[src/rtl/bcr_map.vh]
/*
 * Constants of the charger command register set: the slave address,
 * command codes, bit positions of the mode and status words, fixed
 * values and reset values.
 * Assumes it is included by its bare name from the rtl/ folder.
 */
`ifndef BCR_MAP_VH
`define BCR_MAP_VH

// Bus address and command codes.
`define BCR_SLAVE_ADDR      7'h09
`define BCR_CMD_SPEC_INFO   8'h11
`define BCR_CMD_MODE        8'h12
`define BCR_CMD_STATUS      8'h13
`define BCR_CMD_CURRENT     8'h14
`define BCR_CMD_VOLTAGE     8'h15

// Specification info word: revision field reads 1.1, no selector support.
`define BCR_SPEC_INFO_VALUE 16'h0002

// Mode word bit positions.
`define BCR_MODE_HOLD       0
`define BCR_MODE_POLL       1
`define BCR_MODE_RESTORE    2
`define BCR_MODE_CLEAR      3

// Status word bit positions.
`define BCR_ST_HOLD         0
`define BCR_ST_LEVEL2       4
`define BCR_ST_CURRENT_OR   6
`define BCR_ST_VOLTAGE_OR   7
`define BCR_ST_OPEN         8
`define BCR_ST_COLD         9
`define BCR_ST_HOT          10
`define BCR_ST_UNDER        11
`define BCR_ST_PRESENT      14
`define BCR_ST_ADAPTER      15

// Reset values and timing.
`define BCR_SETPOINT_RESET  16'h0000
`define BCR_SAMPLE_CYCLES   1000
`define BCR_PRESENT_SAMPLES 2'd2

`endif

[src/rtl/bcr_charger_regs.v]
/*
 * Command and status register set of a smart battery charger, reached as
 * a slave on the system management bus. Holds the bus slave engine, the
 * mode, current and voltage setpoints, the status word and the battery
 * presence filter.
 * Assumes the bus clock and data pins and the analog comparator results
 * come from outside the clock domain; they are synchronised here. The
 * bus clock must stay well below a quarter of the core clock rate.
 */
`timescale 1ns/1ns
`include "bcr_map.vh"

// Function
// - Answer only slave address 0001001.
// - Read word 0x11 returns specification info.
// - Info reports revision 1.1, no selector.
// - Mode word 0x12 is write only.
// - Hold bit suspends charging, keeps setpoints.
// - Power or battery return clears hold bit.
// - Polling bit and reserved bits ignored.
// - Restore bit returns power-on defaults.
// - Clear bit zeroes both setpoints always.
// - Read word 0x13 returns status word.
// - Status bit 0 mirrors hold bit.
// - Status bits 1 to 3 read zero.
// - Bit 4 reads one, bit 5 zero.
// - Current overrange when above programmed maximum.
// - Voltage overrange at or above maximum.
// - Open flag when sense above 95 kilohm.
// - Cold flag above 28.5 kilohm or open.
// - Hot flag below 3150 ohm or underrange.
// - Underrange flag below 575 ohm.
// - Presence filter; absence zeroes setpoints.
// - Adapter flag; its change raises alert.
// - Write word 0x14 sets current in milliamps.
module bcr_charger_regs #(
    parameter [15:0] CURRENT_MAX   = 16'h0fa0,
    parameter [15:0] VOLTAGE_MAX   = 16'h1068,
    parameter        SAMPLE_CYCLES = `BCR_SAMPLE_CYCLES
) (
    // Clock and reset
    input  wire        clock,
    input  wire        rst_n,
    // Management bus pins
    input  wire        scl_i,
    input  wire        sda_i,
    output reg         sda_o,
    output reg         sda_oe,
    output reg         alert_o,
    output reg         alert_oe,
    // Comparator results on the battery sense line, raw
    input  wire        sense_open_raw,
    input  wire        sense_cold_raw,
    input  wire        sense_hot_raw,
    input  wire        sense_under_raw,
    // Adapter sense comparator, raw
    input  wire        adapter_sense_input,
    // Charge loop controls
    output reg  [15:0] current_setpoint_q,
    output reg  [15:0] voltage_setpoint_q,
    output reg         charge_enable_q
);

    localparam PH_IDLE = 3'd0;
    localparam PH_RX   = 3'd1;
    localparam PH_ACK  = 3'd2;
    localparam PH_TX   = 3'd3;
    localparam PH_MACK = 3'd4;

    wire [6:0] pins_s;
    reg        scl_p_q;
    reg        sda_p_q;
    reg  [2:0] phase_q;
    reg  [2:0] bit_cnt_q;
    reg  [1:0] byte_idx_q;
    reg  [7:0] shift_q;
    reg  [7:0] cmd_q;
    reg  [7:0] lo_q;
    reg  [7:0] txsh_q;
    reg  [7:0] tx_hi_byte_q;
    reg        rd_q;
    reg        tx_hi_q;
    reg        ack_pend_q;
    reg        hold_q;
    reg        present_q;
    reg  [1:0] good_cnt_q;
    reg [19:0] tick_cnt_q;
    reg        adapter_q;
    reg        open_q;
    reg        cold_q;
    reg        hot_q;
    reg        under_q;
    reg        cur_or_q;
    reg        volt_or_q;

    // The bus pins pass the synchroniser inverted, so that its cleared
    // state reads as an idle bus and no false edge follows reset.
    wire scl_s     = ~pins_s[0];
    wire sda_s     = ~pins_s[1];
    wire open_s    = pins_s[2];
    wire cold_s    = pins_s[3];
    wire hot_s     = pins_s[4];
    wire under_s   = pins_s[5];
    wire adapter_s = pins_s[6];

    wire scl_rise  = scl_s & ~scl_p_q;
    wire scl_fall  = ~scl_s & scl_p_q;
    wire start_det = scl_s & scl_p_q & sda_p_q & ~sda_s;
    wire stop_det  = scl_s & scl_p_q & ~sda_p_q & sda_s;
    wire [7:0] rx_byte = {shift_q[6:0], sda_s};
    wire       bus_ev  = ~start_det & ~stop_det;

    // One-cycle strobe when the high data byte of a write completes.
    wire wr_stb = bus_ev & scl_rise & (phase_q == PH_RX) &
                  (bit_cnt_q == 3'd7) & (byte_idx_q == 2'd3) & ~rd_q;
    wire [15:0] wr_word = {rx_byte, lo_q};
    wire mode_wr = wr_stb & (cmd_q == `BCR_CMD_MODE);
    wire restore = mode_wr & wr_word[`BCR_MODE_RESTORE];
    // Status read counts as done once its high byte has been clocked out.
    wire status_rd_done = bus_ev & scl_rise & (phase_q == PH_MACK) &
                          tx_hi_q & (cmd_q == `BCR_CMD_STATUS);
    wire sample_tick = (tick_cnt_q == 20'd0);

    // Read data for a command; unknown and write-only commands read zero.
    function [15:0] read_word;
        input [7:0]  cmd;
        input [15:0] status;
        begin
            case (cmd)
                `BCR_CMD_SPEC_INFO: read_word = `BCR_SPEC_INFO_VALUE;
                `BCR_CMD_STATUS:    read_word = status;
                default:            read_word = 16'h0000;
            endcase
        end
    endfunction

    reg [15:0] status_word;
    always @* begin
        status_word = 16'h0000;
        status_word[`BCR_ST_HOLD]       = hold_q;
        status_word[`BCR_ST_LEVEL2]     = 1'b1;
        status_word[`BCR_ST_CURRENT_OR] = cur_or_q;
        status_word[`BCR_ST_VOLTAGE_OR] = volt_or_q;
        status_word[`BCR_ST_OPEN]       = open_q;
        status_word[`BCR_ST_COLD]       = cold_q;
        status_word[`BCR_ST_HOT]        = hot_q;
        status_word[`BCR_ST_UNDER]      = under_q;
        status_word[`BCR_ST_PRESENT]    = present_q;
        status_word[`BCR_ST_ADAPTER]    = adapter_q;
    end

    wire [15:0] rd_word = read_word(cmd_q, status_word);

    bcr_sync #(
        .WIDTH    (7)
    ) u_sync (
        .clock    (clock),
        .rst_n    (rst_n),
        .async_in ({adapter_sense_input, sense_under_raw, sense_hot_raw,
                    sense_cold_raw, sense_open_raw, ~sda_i, ~scl_i}),
        .sync_out (pins_s)
    );

    // Bus slave engine: bits in on the clock rise, out on the clock fall.
    always @(posedge clock) begin
        if (!rst_n) begin
            scl_p_q      <= 1'b1;
            sda_p_q      <= 1'b1;
            phase_q      <= PH_IDLE;
            bit_cnt_q    <= 3'd0;
            byte_idx_q   <= 2'd0;
            shift_q      <= 8'h00;
            cmd_q        <= 8'h00;
            lo_q         <= 8'h00;
            txsh_q       <= 8'h00;
            tx_hi_byte_q <= 8'h00;
            rd_q         <= 1'b0;
            tx_hi_q      <= 1'b0;
            ack_pend_q   <= 1'b0;
            sda_o        <= 1'b0;
            sda_oe       <= 1'b0;
        end else begin
            scl_p_q <= scl_s;
            sda_p_q <= sda_s;
            sda_o   <= 1'b0;
            if (start_det) begin
                // A repeated start keeps the command code for the read.
                phase_q    <= PH_RX;
                bit_cnt_q  <= 3'd0;
                byte_idx_q <= 2'd0;
                ack_pend_q <= 1'b0;
                sda_oe     <= 1'b0;
            end else if (stop_det) begin
                phase_q    <= PH_IDLE;
                ack_pend_q <= 1'b0;
                sda_oe     <= 1'b0;
            end else if (scl_rise) begin
                case (phase_q)
                    PH_RX: begin
                        shift_q   <= rx_byte;
                        bit_cnt_q <= bit_cnt_q + 3'd1;
                        if (bit_cnt_q == 3'd7) begin
                            case (byte_idx_q)
                                2'd0: begin
                                    if (rx_byte[7:1] == `BCR_SLAVE_ADDR) begin
                                        ack_pend_q <= 1'b1;
                                        rd_q       <= rx_byte[0];
                                    end else begin
                                        phase_q <= PH_IDLE;
                                    end
                                end
                                2'd1: begin
                                    cmd_q      <= rx_byte;
                                    ack_pend_q <= 1'b1;
                                end
                                2'd2: begin
                                    lo_q       <= rx_byte;
                                    ack_pend_q <= 1'b1;
                                end
                                default: ack_pend_q <= 1'b1;
                            endcase
                        end
                    end
                    PH_TX: begin
                        bit_cnt_q <= bit_cnt_q + 3'd1;
                        if (bit_cnt_q == 3'd7) begin
                            phase_q <= PH_MACK;
                        end
                    end
                    PH_MACK: begin
                        if (!sda_s && !tx_hi_q) begin
                            txsh_q    <= tx_hi_byte_q;
                            tx_hi_q   <= 1'b1;
                            bit_cnt_q <= 3'd0;
                            phase_q   <= PH_TX;
                        end else begin
                            phase_q <= PH_IDLE;
                        end
                    end
                    default: ;
                endcase
            end else if (scl_fall) begin
                if (ack_pend_q) begin
                    ack_pend_q <= 1'b0;
                    sda_oe     <= 1'b1;
                    phase_q    <= PH_ACK;
                end else begin
                    case (phase_q)
                        PH_ACK: begin
                            bit_cnt_q <= 3'd0;
                            if (rd_q && byte_idx_q == 2'd0) begin
                                // Word is latched so both bytes agree.
                                phase_q      <= PH_TX;
                                tx_hi_q      <= 1'b0;
                                tx_hi_byte_q <= rd_word[15:8];
                                sda_oe       <= ~rd_word[7];
                                txsh_q       <= {rd_word[6:0], 1'b0};
                            end else begin
                                sda_oe <= 1'b0;
                                if (byte_idx_q == 2'd3) begin
                                    phase_q <= PH_IDLE;
                                end else begin
                                    phase_q    <= PH_RX;
                                    byte_idx_q <= byte_idx_q + 2'd1;
                                end
                            end
                        end
                        PH_TX: begin
                            sda_oe <= ~txsh_q[7];
                            txsh_q <= {txsh_q[6:0], 1'b0};
                        end
                        default: sda_oe <= 1'b0;
                    endcase
                end
            end
        end
    end

    // Charger state; the restore bit acts as a synchronous reset.
    always @(posedge clock) begin
        if (!rst_n || restore) begin
            current_setpoint_q <= `BCR_SETPOINT_RESET;
            voltage_setpoint_q <= `BCR_SETPOINT_RESET;
            hold_q             <= 1'b0;
            present_q          <= 1'b0;
            good_cnt_q         <= 2'd0;
            tick_cnt_q         <= 20'd0;
            adapter_q          <= 1'b0;
            open_q             <= 1'b0;
            cold_q             <= 1'b0;
            hot_q              <= 1'b0;
            under_q            <= 1'b0;
            cur_or_q           <= 1'b0;
            volt_or_q          <= 1'b0;
            charge_enable_q    <= 1'b0;
            alert_o            <= 1'b0;
            alert_oe           <= 1'b0;
        end else begin
            alert_o <= 1'b0;
            if (sample_tick) begin
                tick_cnt_q <= SAMPLE_CYCLES[19:0] - 20'd1;
            end else begin
                tick_cnt_q <= tick_cnt_q - 20'd1;
            end

            open_q    <= open_s;
            cold_q    <= cold_s | open_s;
            hot_q     <= hot_s | under_s;
            under_q   <= under_s;
            adapter_q <= adapter_s;

            // Presence drops at once; it needs two clean samples to rise.
            if (open_s) begin
                present_q  <= 1'b0;
                good_cnt_q <= 2'd0;
            end else if (sample_tick && !present_q) begin
                if (good_cnt_q + 2'd1 == `BCR_PRESENT_SAMPLES) begin
                    present_q <= 1'b1;
                end
                good_cnt_q <= good_cnt_q + 2'd1;
            end

            // Setpoint writes; absence or the clear bit wins over them.
            if (!present_q ||
                (mode_wr && wr_word[`BCR_MODE_CLEAR])) begin
                current_setpoint_q <= 16'h0000;
                voltage_setpoint_q <= 16'h0000;
            end else if (wr_stb && cmd_q == `BCR_CMD_CURRENT) begin
                current_setpoint_q <= wr_word;
            end else if (wr_stb && cmd_q == `BCR_CMD_VOLTAGE) begin
                voltage_setpoint_q <= wr_word;
            end
            cur_or_q  <= current_setpoint_q > CURRENT_MAX;
            volt_or_q <= voltage_setpoint_q >= VOLTAGE_MAX;

            // Only the hold bit is stored; polling and reserved bits drop.
            if ((adapter_s && !adapter_q) ||
                (present_q && good_cnt_q == 2'd0 && open_s) ||
                (!present_q && sample_tick && !open_s &&
                 good_cnt_q + 2'd1 == `BCR_PRESENT_SAMPLES)) begin
                hold_q <= 1'b0;
            end else if (mode_wr) begin
                hold_q <= wr_word[`BCR_MODE_HOLD];
            end

            charge_enable_q <= present_q & adapter_q & ~hold_q & ~hot_q &
                               (current_setpoint_q != 16'h0000) &
                               (voltage_setpoint_q != 16'h0000);

            // A change wins over the clear by a status read.
            if ((adapter_s != adapter_q) || (open_s && present_q) ||
                (!present_q && sample_tick && !open_s &&
                 good_cnt_q + 2'd1 == `BCR_PRESENT_SAMPLES)) begin
                alert_oe <= 1'b1;
            end else if (status_rd_done) begin
                alert_oe <= 1'b0;
            end
        end
    end

endmodule // bcr_charger_regs

[src/rtl/bcr_sync.v]
/*
 * Two flip-flop synchroniser for a group of independent levels.
 * Assumes each bit is a level that stays put for several clock cycles;
 * bits are not kept coherent with each other.
 */
`timescale 1ns/1ns
module bcr_sync #(
    parameter WIDTH = 1
) (
    // Clock and reset
    input  wire             clock,
    input  wire             rst_n,
    // Levels
    input  wire [WIDTH-1:0] async_in,
    output reg  [WIDTH-1:0] sync_out
);

    reg [WIDTH-1:0] meta_q;

    // The first stage is read by the second stage only.
    always @(posedge clock) begin
        if (!rst_n) begin
            meta_q   <= {WIDTH{1'b0}};
            sync_out <= {WIDTH{1'b0}};
        end else begin
            meta_q   <= async_in;
            sync_out <= meta_q;
        end
    end

endmodule // bcr_sync

[config.mk]
export PLATFORM = sky130hd
export DESIGN_NAME = bcr_charger_regs
export DESIGN_NICKNAME = d
export VERILOG_FILES = /design/src/rtl/bcr_charger_regs.v /design/src/rtl/bcr_sync.v
export VERILOG_INCLUDE_DIRS = /design/src /design/src/rtl
export SDC_FILE = /design/constraint.sdc
export NUM_CORES = 1
export LEC_CHECK = 0
export BUFFER_PORTS_ARGS = -buffer_cell sky130_fd_sc_hd__buf_2
export CAP_MARGIN = 10
export CORE_UTILIZATION = 45
export CTS_CLUSTER_DIAMETER = 100
export DETAILED_ROUTE_END_ITERATION = 10
export MAX_ROUTING_LAYER = met4
export PLACE_DENSITY = 0.65
export REMOVE_ABC_BUFFERS = 1
export SETUP_SLACK_MARGIN = 0.02
export SYNTH_ARGS = -nofsm -noshare
export SYNTH_HDL_FRONTEND = slang
export SYNTH_SLANG_ARGS = --single-unit
[constraint.sdc]
create_clock -name clock -period 2 [get_ports clock]
set_input_delay 0.2 -clock clock [delete_from_list [all_inputs] [get_ports clock]]
set_output_delay 0.2 -clock clock [all_outputs]
set_load 0.05 [all_outputs]
# --- Yosys cells after proc, flatten, opt, wreduce, memory -nomap -nowiden ---
# Index checks and enable logic that the tools add are counted.
# W data, S select, Z words.
totals:
  ff_bits: 132
  inputBits: 9
op_classes:
  add_sub_neg: 4
  n_lt_le_gt_ge: 2
  n_eq_ne: 35
  n_mux: 47
  bitwise_logic: 44
  reduce_logical: 58
ops:
  columns: ["cell", "n"]
  rows:
  - ["$mux W8", 6]
  - ["$eq A8 B5 Y1 const B", 5]
  - ["$mux W3", 13]
  - ["$reduce_and A7 Y1", 5]
  - ["$pmux W16 S2", 1]
  - ["$reduce_bool A16 Y1", 2]
  - ["$and A1 B1 Y1", 23]
  - ["$logic_not A20 Y1", 1]
  - ["$mux W1", 20]
  - ["$sub A20 B1 Y20 const B", 1]
  - ["$not A1 Y1", 19]
  - ["$reduce_and A6 Y1", 3]
  - ["$ge A16 B13 Y1 const B", 1]
  - ["$gt A16 B12 Y1 const B", 1]
  - ["$pmux W8 S2", 1]
  - ["$reduce_and A8 Y1", 2]
  - ["$logic_and A1 B1 Y1", 12]
  - ["$ne A3 B2 Y1 const B", 4]
  - ["$ne A3 B3 Y1 const B", 4]
  - ["$reduce_or A2 Y1", 6]
  - ["$mux W10", 1]
  - ["$ne A2 B1 Y1 const B", 5]
  - ["$ne A5 B4 Y1 const B", 2]
  - ["$ne A5 B5 Y1 const B", 2]
  - ["other kinds (26)", 50]

# --- Depth between registers and ports, before layout ---
# Gate-level depths: netlist of the first run.
logic_depth:
  word_depth: 15
  ltp_mapped: 10
  depth_no_buf: 7

# --- Hierarchy ---
# Synthesis of the first run repeated with hierarchy kept, for this count alone.
hier_totals:
  hier_cells: 667
  hier_area_um2: 5934.4
by_module_without_submodules:
  columns: ["module", "instances", "cells_each", "area_per_inst_um2", "seq_area_each_um2"]
  rows:
  - ["bcr_charger_regs", 1, 638, 5542.8, 2322.2]
  - ["bcr_sync", 1, 29, 391.6, 280.3]

# --- Worst setup path before layout of the first run ---
# OpenSTA, ideal clock, no wires.
synth_path:
  kind: "register to register"
  from: "reg tick_cnt_q[0]"
  to: "reg tick_cnt_q[18]"
  arrival_time_ns: 2.028
  required_time_ns: 1.885
  setup_slack_ns: -0.143
  stages_incl_launch_ff: 10
  path_buffers: 2
  period_less_slack_ns: 2.143
  cell_sequence: "dfxtp_1 inv_1 ha_1 or3b_2 nor4_4 or4b_1 buf_2 nand2b_4 buf_6 nor2_1"
synth_via:
  elab_chain_len: 2
  elab_cells_between_ends: 3
synth_lines:
  columns: ["item", "line", "rtl"]
  rows:
  - ["start: declaration", "bcr_charger_regs.v:87", "reg [19:0] tick_cnt_q;"]
  - ["start signal: assignment", "bcr_charger_regs.v:301", "tick_cnt_q <= SAMPLE_CYCLES[19:0] - 20'd1;"]
  - ["start signal: assignment", "bcr_charger_regs.v:303", "tick_cnt_q <= tick_cnt_q - 20'd1;"]
  - ["parallel branches: the longest is 2 deep, another holds $sub A20 B1 Y20", null, null]
# Several ways; the timed one is not identified.
# A chain may end at the register's enable or synchronous reset.

# --- Final worst setup path of the first run ---
layout_path:
  from: "reg tick_cnt_q[6]"
  to: "reg tick_cnt_q[10]"
# Same word-level chain as after synthesis.

==> results of run 1 <==
-- cell families (layout without fill, tap and decap cells) --
family,Yosys count,count (layout),share of synthesized area
xor+xnor,18,18,0.0284
mux,42,42,0.0759
simple gates,281,281,0.260
buf+inv,51,168,0.0383
compound gates,86,86,0.0923
flops,130,130,0.468
fa+ha+maj,16,16,0.0360
other cells,1,2,0.000675
-- worst max-delay path: cells and delay by family (launching register included) --
kind,cells,cell delay (ns)
DFF,1,0.31
and+or+nand+nor,5,1.58
-- cell type report --
cell class                 count  area, sq um  area share
inverter                      16         63.8     0.00881
multi-input combinational    445         2920       0.403
sequential                   130         2610       0.360
tap                          147          184      0.0254
clock buffer                  20          457      0.0630
clock inverter                12          108      0.0149
timing repair buffer         120          907       0.125
-- power breakdown --
group	internal (mW)	total (mW)	switching, mW	leakage, nW
clock network	1.77	2.94	1.16	0.272
registers	2.73	2.84	0.115	1.06
logic	0.716	1.39	0.672	1.80
-- stage by stage --
stage                      TNS, ns  setup WS, ns
after global placement      -0.362       -0.0405
after detailed placement     -1.06       -0.0840
after floorplan             -57.43         -1.24
after CTS                        0       0.00516
final                     -0.00109      -0.00109
after global routing         -1.02       -0.0688
-- worst min path at each step --
stage	depth (start not counted)	slack, ns	endpoint
floorplan	1	0.26	scl_p_q
global placement	2	0.36	u_sync.meta_q[0]
detailed placement	2	0.37	u_sync.meta_q[0]
CTS	2	0.05	sda_p_q
global route	2	0.07	sda_p_q
finish	2	0.06	sda_p_q
-- placed cells by master, fill, tap and decap left out, types with 4 or more instances in the layout --
master / count
sky130_fd_sc_hd__buf_12: 4
sky130_fd_sc_hd__clkinvlp_4: 4
sky130_fd_sc_hd__buf_4: 61
sky130_fd_sc_hd__nor3_1: 17
sky130_fd_sc_hd__nand2_1: 65
sky130_fd_sc_hd__a21oi_2: 6
sky130_fd_sc_hd__clkinv_2: 4
sky130_fd_sc_hd__dlygate4sd3_1: 7
sky130_fd_sc_hd__nor2b_1: 5
sky130_fd_sc_hd__nand4_1: 10
sky130_fd_sc_hd__o21ai_0: 16
sky130_fd_sc_hd__nand2b_1: 4
sky130_fd_sc_hd__nor4_4: 4
sky130_fd_sc_hd__a21oi_1: 35
sky130_fd_sc_hd__nand3_1: 12
sky130_fd_sc_hd__clkbuf_16: 19
sky130_fd_sc_hd__nor3b_1: 4
sky130_fd_sc_hd__nor4_1: 14
sky130_fd_sc_hd__mux2i_1: 40
sky130_fd_sc_hd__buf_2: 43
sky130_fd_sc_hd__nor2_1: 85
sky130_fd_sc_hd__and2_1: 18
sky130_fd_sc_hd__ha_1: 14
sky130_fd_sc_hd__dfxtp_1: 125
sky130_fd_sc_hd__xnor2_1: 15
sky130_fd_sc_hd__inv_1: 14
sky130_fd_sc_hd__and3_1: 5
sky130_fd_sc_hd__dfxtp_2: 5
-- sequential cells by signal, indices dropped and copies added, names as in the netlist, 6 cells and up --
signal / cells
tx_hi_byte_q: 6
cmd_q: 8
shift_q: 7
current_setpoint_q: 16
u_sync.meta_q: 7
u_sync.sync_out: 7
tick_cnt_q: 20
txsh_q: 8
voltage_setpoint_q: 16
lo_q: 8
-- Yosys cell counts (2+ instances only) --
cell type	n
sky130_fd_sc_hd__and4_1	3
sky130_fd_sc_hd__clkbuf_1	26
sky130_fd_sc_hd__o21ai_0	18
sky130_fd_sc_hd__nor3_1	18
sky130_fd_sc_hd__nand3_1	13
sky130_fd_sc_hd__or4_1	6
sky130_fd_sc_hd__o31ai_1	4
sky130_fd_sc_hd__a211oi_1	3
sky130_fd_sc_hd__nand2_1	65
sky130_fd_sc_hd__mux2i_1	41
sky130_fd_sc_hd__or2_2	2
sky130_fd_sc_hd__inv_1	15
sky130_fd_sc_hd__buf_2	5
sky130_fd_sc_hd__and2_1	18
sky130_fd_sc_hd__nand4b_1	3
sky130_fd_sc_hd__nand2b_1	4
sky130_fd_sc_hd__nor3b_1	5
sky130_fd_sc_hd__xor2_1	3
sky130_fd_sc_hd__o2111ai_1	2
sky130_fd_sc_hd__buf_4	2
sky130_fd_sc_hd__dfxtp_1	130
sky130_fd_sc_hd__or4b_2	2
sky130_fd_sc_hd__nor4bb_1	3
sky130_fd_sc_hd__nor4b_1	2
sky130_fd_sc_hd__and3b_1	2
sky130_fd_sc_hd__or3b_2	3
sky130_fd_sc_hd__nor4_1	17
sky130_fd_sc_hd__and3_1	5
sky130_fd_sc_hd__a21oi_1	41
sky130_fd_sc_hd__nor2b_1	5
sky130_fd_sc_hd__xnor2_1	15
sky130_fd_sc_hd__or3_1	3
sky130_fd_sc_hd__o41ai_1	2
sky130_fd_sc_hd__nand4_1	10
sky130_fd_sc_hd__nor2_1	86
sky130_fd_sc_hd__a31oi_1	3
sky130_fd_sc_hd__ha_1	16
-- what timing repair did --
| action | in CTS | in global routing |
|---|---|---|
| hold buffers | 7 | 0 |
| setup buffers | 0 | 4 |
| resized for setup | 8 | 37 |
| endpoints found under the setup margin | 20 | 102 |
| pin swaps | 1 | 9 |
| endpoints found under the hold margin | 7 | 0 |
| cloned | 0 | 3 |
-- per-layer routing --
layer  wire length (microns)  global-route usage  vias up  share of wire
li1                        -                   -     2383              -
met1                    6480               0.292     2375           0.45
met2                    6990               0.379       94           0.49
met3                     569              0.0573       18          0.040
met4                     213              0.0763        0          0.015
met5                       0                   -        -              0
==> results.md, run 1 <==
Run status:
- The flow ran to the end, but the final reports show violations.
- The final reports fail on setup timing.

Floorplan:
- The starting utilization of the core area is 0.463.
- 46 I/O pins were placed.
- The die covers 12800 sq um.
- The height of the chip is 113 microns.
- The area of the core is 12000 sq um.
- The die width is 113 microns.
- The row count is 40.

Setup path:
- Across all register-to-register paths, the minimum setup slack is -0.001 ns.
- The most critical setup path has its endpoint at tick_cnt_q[10].
- The worst setup path is launched from a flip-flop.
- The critical path arrival is 2.30 ns.
- The capturing element type of the critical path is a flip-flop.
- The worst setup path is of the reg -> reg kind.
- For this run, the slowest stage of the critical path takes 0.53 ns.
- The first element of the critical path is tick_cnt_q[6].
- Of all nets on the critical path, the largest fanout is 12.
- The worst endpoint required time is 2.30 ns.
- For the worst flop-to-flop path, the logic depth is 5.
- The slowest stage cell on the critical path is sky130_fd_sc_hd__or4b_4.
- The destination of the worst register-to-register timing path is tick_cnt_q[10].
- The worst register-to-register path begins at tick_cnt_q[6].
- The critical path goes through or3_4 > or4_4 > or4b_4 > nand2b_4 > nor2_1.

Logic synthesis:
- Synthesis inferred 130 register bits.
- The average cell area after synthesis is 8.89 sq um.
- By area the synthesized netlist is led by sky130_fd_sc_hd__dfxtp_1 47%, sky130_fd_sc_hd__mux2i_1 7.4%, sky130_fd_sc_hd__nor2_1 5.8%.
- The synthesized area is 5560 sq um.
- Of the post-synthesis cell area, the dominant cell type holds 0.468.
- The number of instances in the synthesized netlist is 625.
- The count of cell types in the netlist is 61.
- The register area share after synthesis is 0.468.
- The synthesized design contains 0 enable-type register cells.
- The total of warnings raised by yosys is 0.
- For this run, the leading register cell type out of synthesis is sky130_fd_sc_hd__dfxtp_1.
- Of all cell types, the one taking the most synthesized area is sky130_fd_sc_hd__dfxtp_1.
- In the synthesized netlist the async set-or-reset flop fraction comes to 0.

Cells and area:
- After routing the design area is 7250 sq um.
- The fraction of the core area covered by cells at the end of the flow is 0.603.
- Relative to the synthesized area, the layout overhead comes to 30.4%.
- Once layout is complete, the cells apart from fillers number 890.
- Counting the fill cells in the layout gives 1049.
- The number of antenna diodes in the final layout is 0.
- In the final layout, the share of cells above drive strength 1 is 0.257.
- The net count of the finished layout is 755.

Placed design:
- The last weighted congestion value of the routability-driven placer is 0.844.
- The number of placed instances with taps included is 845.
- The placement-stage cell area is 6340 sq um.
- The number of buffers inserted by port buffering is 43.
- Detailed placement finished with a half-perimeter wire length of 9650 microns.

Routing:
- The final antenna-violating net count is 0.
- The average wire per standard cell is 16.0 microns.
- The number of vias after detailed routing is 4870.
- For this run, the detailed router's first-pass iteration total came to 5.
- The count of routing violations after the opening detailed-route iteration is 268.
- The via count normalized by instance count is 5.47.
- After detailed routing, the number of remaining DRC violations is 0.
- After detailed routing, the total wire length is 14300 microns.

Timing:
- The largest clock skew in the final design is 0.0109 ns.
- The number of hold violations in the final report is 0.
- Setup repair after global routing could not meet its margin everywhere.
- Once routing completed, OpenROAD measured the worst setup slack at -0.00109 ns.
- The number of max-slew violations in the final report came to 0.
- The top achievable clock speed is 500 MHz.
- Setup violations remaining at the end of the flow were counted as 1.
- In the finished design, the share of the clock period the worst path needs comes to 1.00.
- The final critical delay including setup and external delays is 2.00 ns.
- Hold timing on the final database bottoms out at a slack of 0.0647 ns.

CTS:
- TritonCTS built the clock tree.
- The number of levels in the clock H-tree is 4.
- The buffer type at the clock tree root is sky130_fd_sc_hd__clkbuf_16.
- Clock-pin slew was measured on the worst setup and hold paths at 0.06 ns.
- The deepest clock path buffer count is 2.
- The later-pin clock latency in the skew report is 0.42 ns.
- The number of CTS-inserted buffers is 17.
- The clock drives 130 sinks.

Global route:
- The first global-routing pass estimated 23200 microns of wire.
- The number of global-route vias before repair is 4750.
- For this run, the total global-route usage over all layers was measured as 0.236.
- Entering global routing, the biggest net connects 33 pins.
- The number of antenna violations at the first check in global routing was 0.
- The residual overflow from global routing is 0.

Job:
- The number of maximum-capacitance constraint violations is 0.

Power:
- The worst voltage drop across the vdd grid is 998 uV.
- The power density over the cells is 989 nW/um^2.
- The total power after layout is 7.17 mW.
- The analysis attributes to cell leakage a power of 3.13 nW.

Min path:
- The class of the tightest hold or removal check is in -> reg.
- In this run the most critical hold path is launched from rst_n.
Note: power is estimated with default switching activity, not from simulation.
==> run 2, diff against run 1 <==
--- a/config.mk
+++ b/config.mk
@@ -8,11 +8,14 @@
 export LEC_CHECK = 0
 export BUFFER_PORTS_ARGS = -buffer_cell sky130_fd_sc_hd__buf_2
 export CAP_MARGIN = 10
-export CORE_UTILIZATION = 45
+export CELL_PAD_IN_SITES_DETAIL_PLACEMENT = 2
+export CELL_PAD_IN_SITES_GLOBAL_PLACEMENT = 2
+export CORE_UTILIZATION = 33
+export CTS_BUF_LIST = sky130_fd_sc_hd__clkbuf_16
 export CTS_CLUSTER_DIAMETER = 100
 export DETAILED_ROUTE_END_ITERATION = 10
 export MAX_ROUTING_LAYER = met4
-export PLACE_DENSITY = 0.65
+export PLACE_DENSITY_LB_ADDON = 0.1
 export REMOVE_ABC_BUFFERS = 1
 export SETUP_SLACK_MARGIN = 0.02
 export SYNTH_ARGS = -nofsm -noshare
==> run 2 against run 1 <==
Compared with the run above: the flow still finishes with violations (setup timing); largest cell class unchanged; count of clock-buffer cells in the layout shrank 3; clock power grew 13%; global-route usage grew 0.15 points.
==> results.md, run 2 (synthesis gave the netlist of run 1 again) <==
Power:
- Dividing total power by cell area gives a power density of 1020 nW/um^2.
- Across the VDD grid, the largest voltage drop is 623 uV.
- The static leakage is 3.26 nW.
- Total power for the finished layout comes to 7.84 mW.

Cells and area:
- The sequential cell area is 2620 sq um.
- The antenna diode instance count is 0.
- From synthesis to final layout, the design area changed by 38.3%.
- The share of post-route cells with drive strength above 1 is 0.311.
- In the final layout, the registers with the most flip-flops are tick_cnt_q: 20 flops, current_setpoint_q: 16 flops, voltage_setpoint_q: 16 flops.
- In the layout the commonest cells are 121 x sky130_fd_sc_hd__dfxtp_1, 79 x sky130_fd_sc_hd__nor2_1, 77 x sky130_fd_sc_hd__buf_4.
- The most common cell after layout, fill and taps aside is sky130_fd_sc_hd__dfxtp_1.
- The number of standard cells in the final layout excluding fillers is 983.
- For this run, the post-layout net count is 775.
- Summing all multi-input logic gate instances after layout gives 3080 sq um.
- The layout has 1806 filler cells.
- The register with the most flip-flops is tick_cnt_q.
- The number of flip-flops in the largest register is 20.

Setup path:
- The worst endpoint required time is 2.35 ns.
- The largest individual stage delay along the critical path comes from the cell sky130_fd_sc_hd__or4b_4.
- The critical path class is reg -> reg.
- The type of origin of the critical path is a flip-flop.
- The worst reg2reg path depth is 7.
- The category of cells accounting for the largest share of critical-path delay is simple AND/OR/NAND/NOR gates.
- Of all nets on the critical path, the largest fanout is 5.
- Together, buffers and inverters on the worst path number 2.
- In this run the number of cells on the critical path is 7.
- Traced cell by cell, the critical path runs through inv_2 > ha_4 > or3b_4 > nor4_4 > or4b_4 > buf_6 > a21oi_4.
- The delay of the slowest critical-path stage is 0.55 ns.
- The critical path arrival is 2.42 ns.
- The capturing element type of the critical path is a flip-flop.

CTS:
- The deepest clock path buffer count is 2.
- Counting the buffers created by CTS gives 17.
- The CTS clock-pin slew for the worst setup and hold paths is 0.06 ns.
- TritonCTS built the clock tree.
- The buffer type at the clock tree root is sky130_fd_sc_hd__clkbuf_16.
- CTS saw 130 sinks.
- The later-pin clock latency in the skew report is 0.42 ns.
- The number of levels in the clock H-tree is 4.

Timing:
- The worst hold-check slack is 0.138 ns.
- The worst path in the final design needs a cycle of 2.07 ns, including I/O delays and setup.
- The relative max-transition margin is 0.650.
- The number of max-slew violations in the final report was 0.
- The number of hold violations in the final report is 0.
- Across the routed clock network, the largest skew measured is 0.0105 ns.
- The top achievable clock speed is 484 MHz.
- In the finished design, the share of the clock period the worst path needs comes to 1.03.
- At the pin with the least slew margin, the transition time is 0.518 ns.
- Setup repair after global routing could not meet its margin everywhere.
- The setup violation total in the final timing report is 16.
- The post-route worst setup slack is -0.0651 ns.

Job:
- The number of maximum-capacitance constraint violations is 0.

Min path:
- Along the worst hold path, the cell count comes to 3.
- The tightest min-delay check is of the in -> reg type.

Routing:
- The detailed router placed 5069 vias in this run.
- For this block, the initial DRC count from the detailed router was 151.
- The detailed-routed wire length on met2 is 10400 microns.
- The length of the first detailed-routing pass in iterations is 4.
- The final antenna-violating net count is 0.
- The routed length on met3 is 323 microns.
- After detailed routing, the wire length on met1 is 8540 microns.
- Dividing the detail-routed wire length by the instance count gives 20.0 microns.
- The final wirelength is 19600 microns.
- The highest metal layer with signal wires is met4.
- In the routed design, unresolved DRC markers number 0.
- In the routed layout, each cell is associated on average with a via count of 5.16.

Global route:
- The largest net degree at the start of global routing is 26.
- The first global-routing pass estimated 31100 microns of wire.
- The number of antenna violations at the first check in global routing is 0.
- The residual overflow from global routing is 0.
- Across every metal layer, demand over resource in global routing totals 0.238.
- The number of global-route vias before repair is 5689.

Floorplan:
- The I/O pin count is 46.
- The area enclosed by the die boundary is 17400 sq um.
- Measured along the x axis, the die boundary spans 132 microns.
- The starting utilization of the core area is 0.336.
- The row count is 47.
- The height of the chip is 132 microns.
- The region available for standard cell placement spans 16500 sq um.

Placed design:
- The HPWL after detailed placement is 12900 microns.
- The number of placed instances with taps included is 929.
- The number of buffers inserted by port buffering is 43.
- At the end of routability-driven placement, the weighted congestion stood at 0.853.

Run status:
- The flow ran to the end, but the final reports show violations.
- The checks that failed: setup timing.
[run 2: cell types whose count changed in the layout (fill, tap and decap cells not counted), moves of 3 or more]
cell / delta
sky130_fd_sc_hd__buf_4: +16
sky130_fd_sc_hd__nor2_1: -6
sky130_fd_sc_hd__ha_4: +5
sky130_fd_sc_hd__nor2_2: +5
sky130_fd_sc_hd__buf_6: +4
sky130_fd_sc_hd__dfxtp_1: -4
sky130_fd_sc_hd__ha_1: -4
sky130_fd_sc_hd__bufinv_16: +3
sky130_fd_sc_hd__dfxtp_2: +3
sky130_fd_sc_hd__inv_2: +3
[run 2: final timing paths]
check	start	slack, ns	end
max	tick_cnt_q[1]	-0.07	tick_cnt_q[5]
min	rst_n	0.14	txsh_q[5]
max reg2reg	tick_cnt_q[1]	-0.07	tick_cnt_q[5]
min reg2reg	u_sync.sync_out[5]	0.43	under_q
[run 2: final cells by class]
class / instances / area share
clock buffers: 17 / 0.0553
clock inverters: 15 / 0.0249
inverters: 16 / 0.00781
multi-input cells: 446 / 0.401
flip-flops and latches: 130 / 0.340
well taps: 220 / 0.0358
repair buffers: 139 / 0.135
[run 2: timing repair]
| action | in CTS | in global routing |
|---|---|---|
| setup buffers | 4 | 8 |
| gates resized for setup | 46 | 44 |
| hold buffers | 7 | 0 |
| endpoints found under the hold margin | 7 | 0 |
| endpoints found under the setup margin | 83 | 43 |
| cloned | 3 | 0 |
| pin swaps | 19 | 9 |
[run 2: stage by stage]
stage          setup TNS, ns  setup WS (ns)  utilization  cell area, sq um
3_5_place_dp           -3.17         -0.145        0.393              6500
5_1_grt                -1.49         -0.112        0.465              7690
6_report              -0.508        -0.0651        0.465              7690
3_3_place_gp          -0.567        -0.0479        0.393              6500
4_1_cts               -0.238        -0.0420        0.451              7450
2_1_floorplan         -57.43          -1.24            -              5410
[run 2: worst min-delay path: cells and delay by family]
kind	cells	cell delay, ns
buffers and inverters	2	0.23
AOI/OAI and AO/OA	1	0.07
[run 2: routing by layer]
layer,vias to the layer above,global-route usage
met2,64,0.422
li1,2420,-
met3,25,0.0373
met4,0,0.0814
met1,2560,0.271
met5,-,-
[run 2: report_power, final]
part / switching, mW / internal, mW
Combinational: 0.830 / 0.834
Clock: 1.23 / 2.08
Sequential: 0.131 / 2.73
Total: 2.19 / 5.64
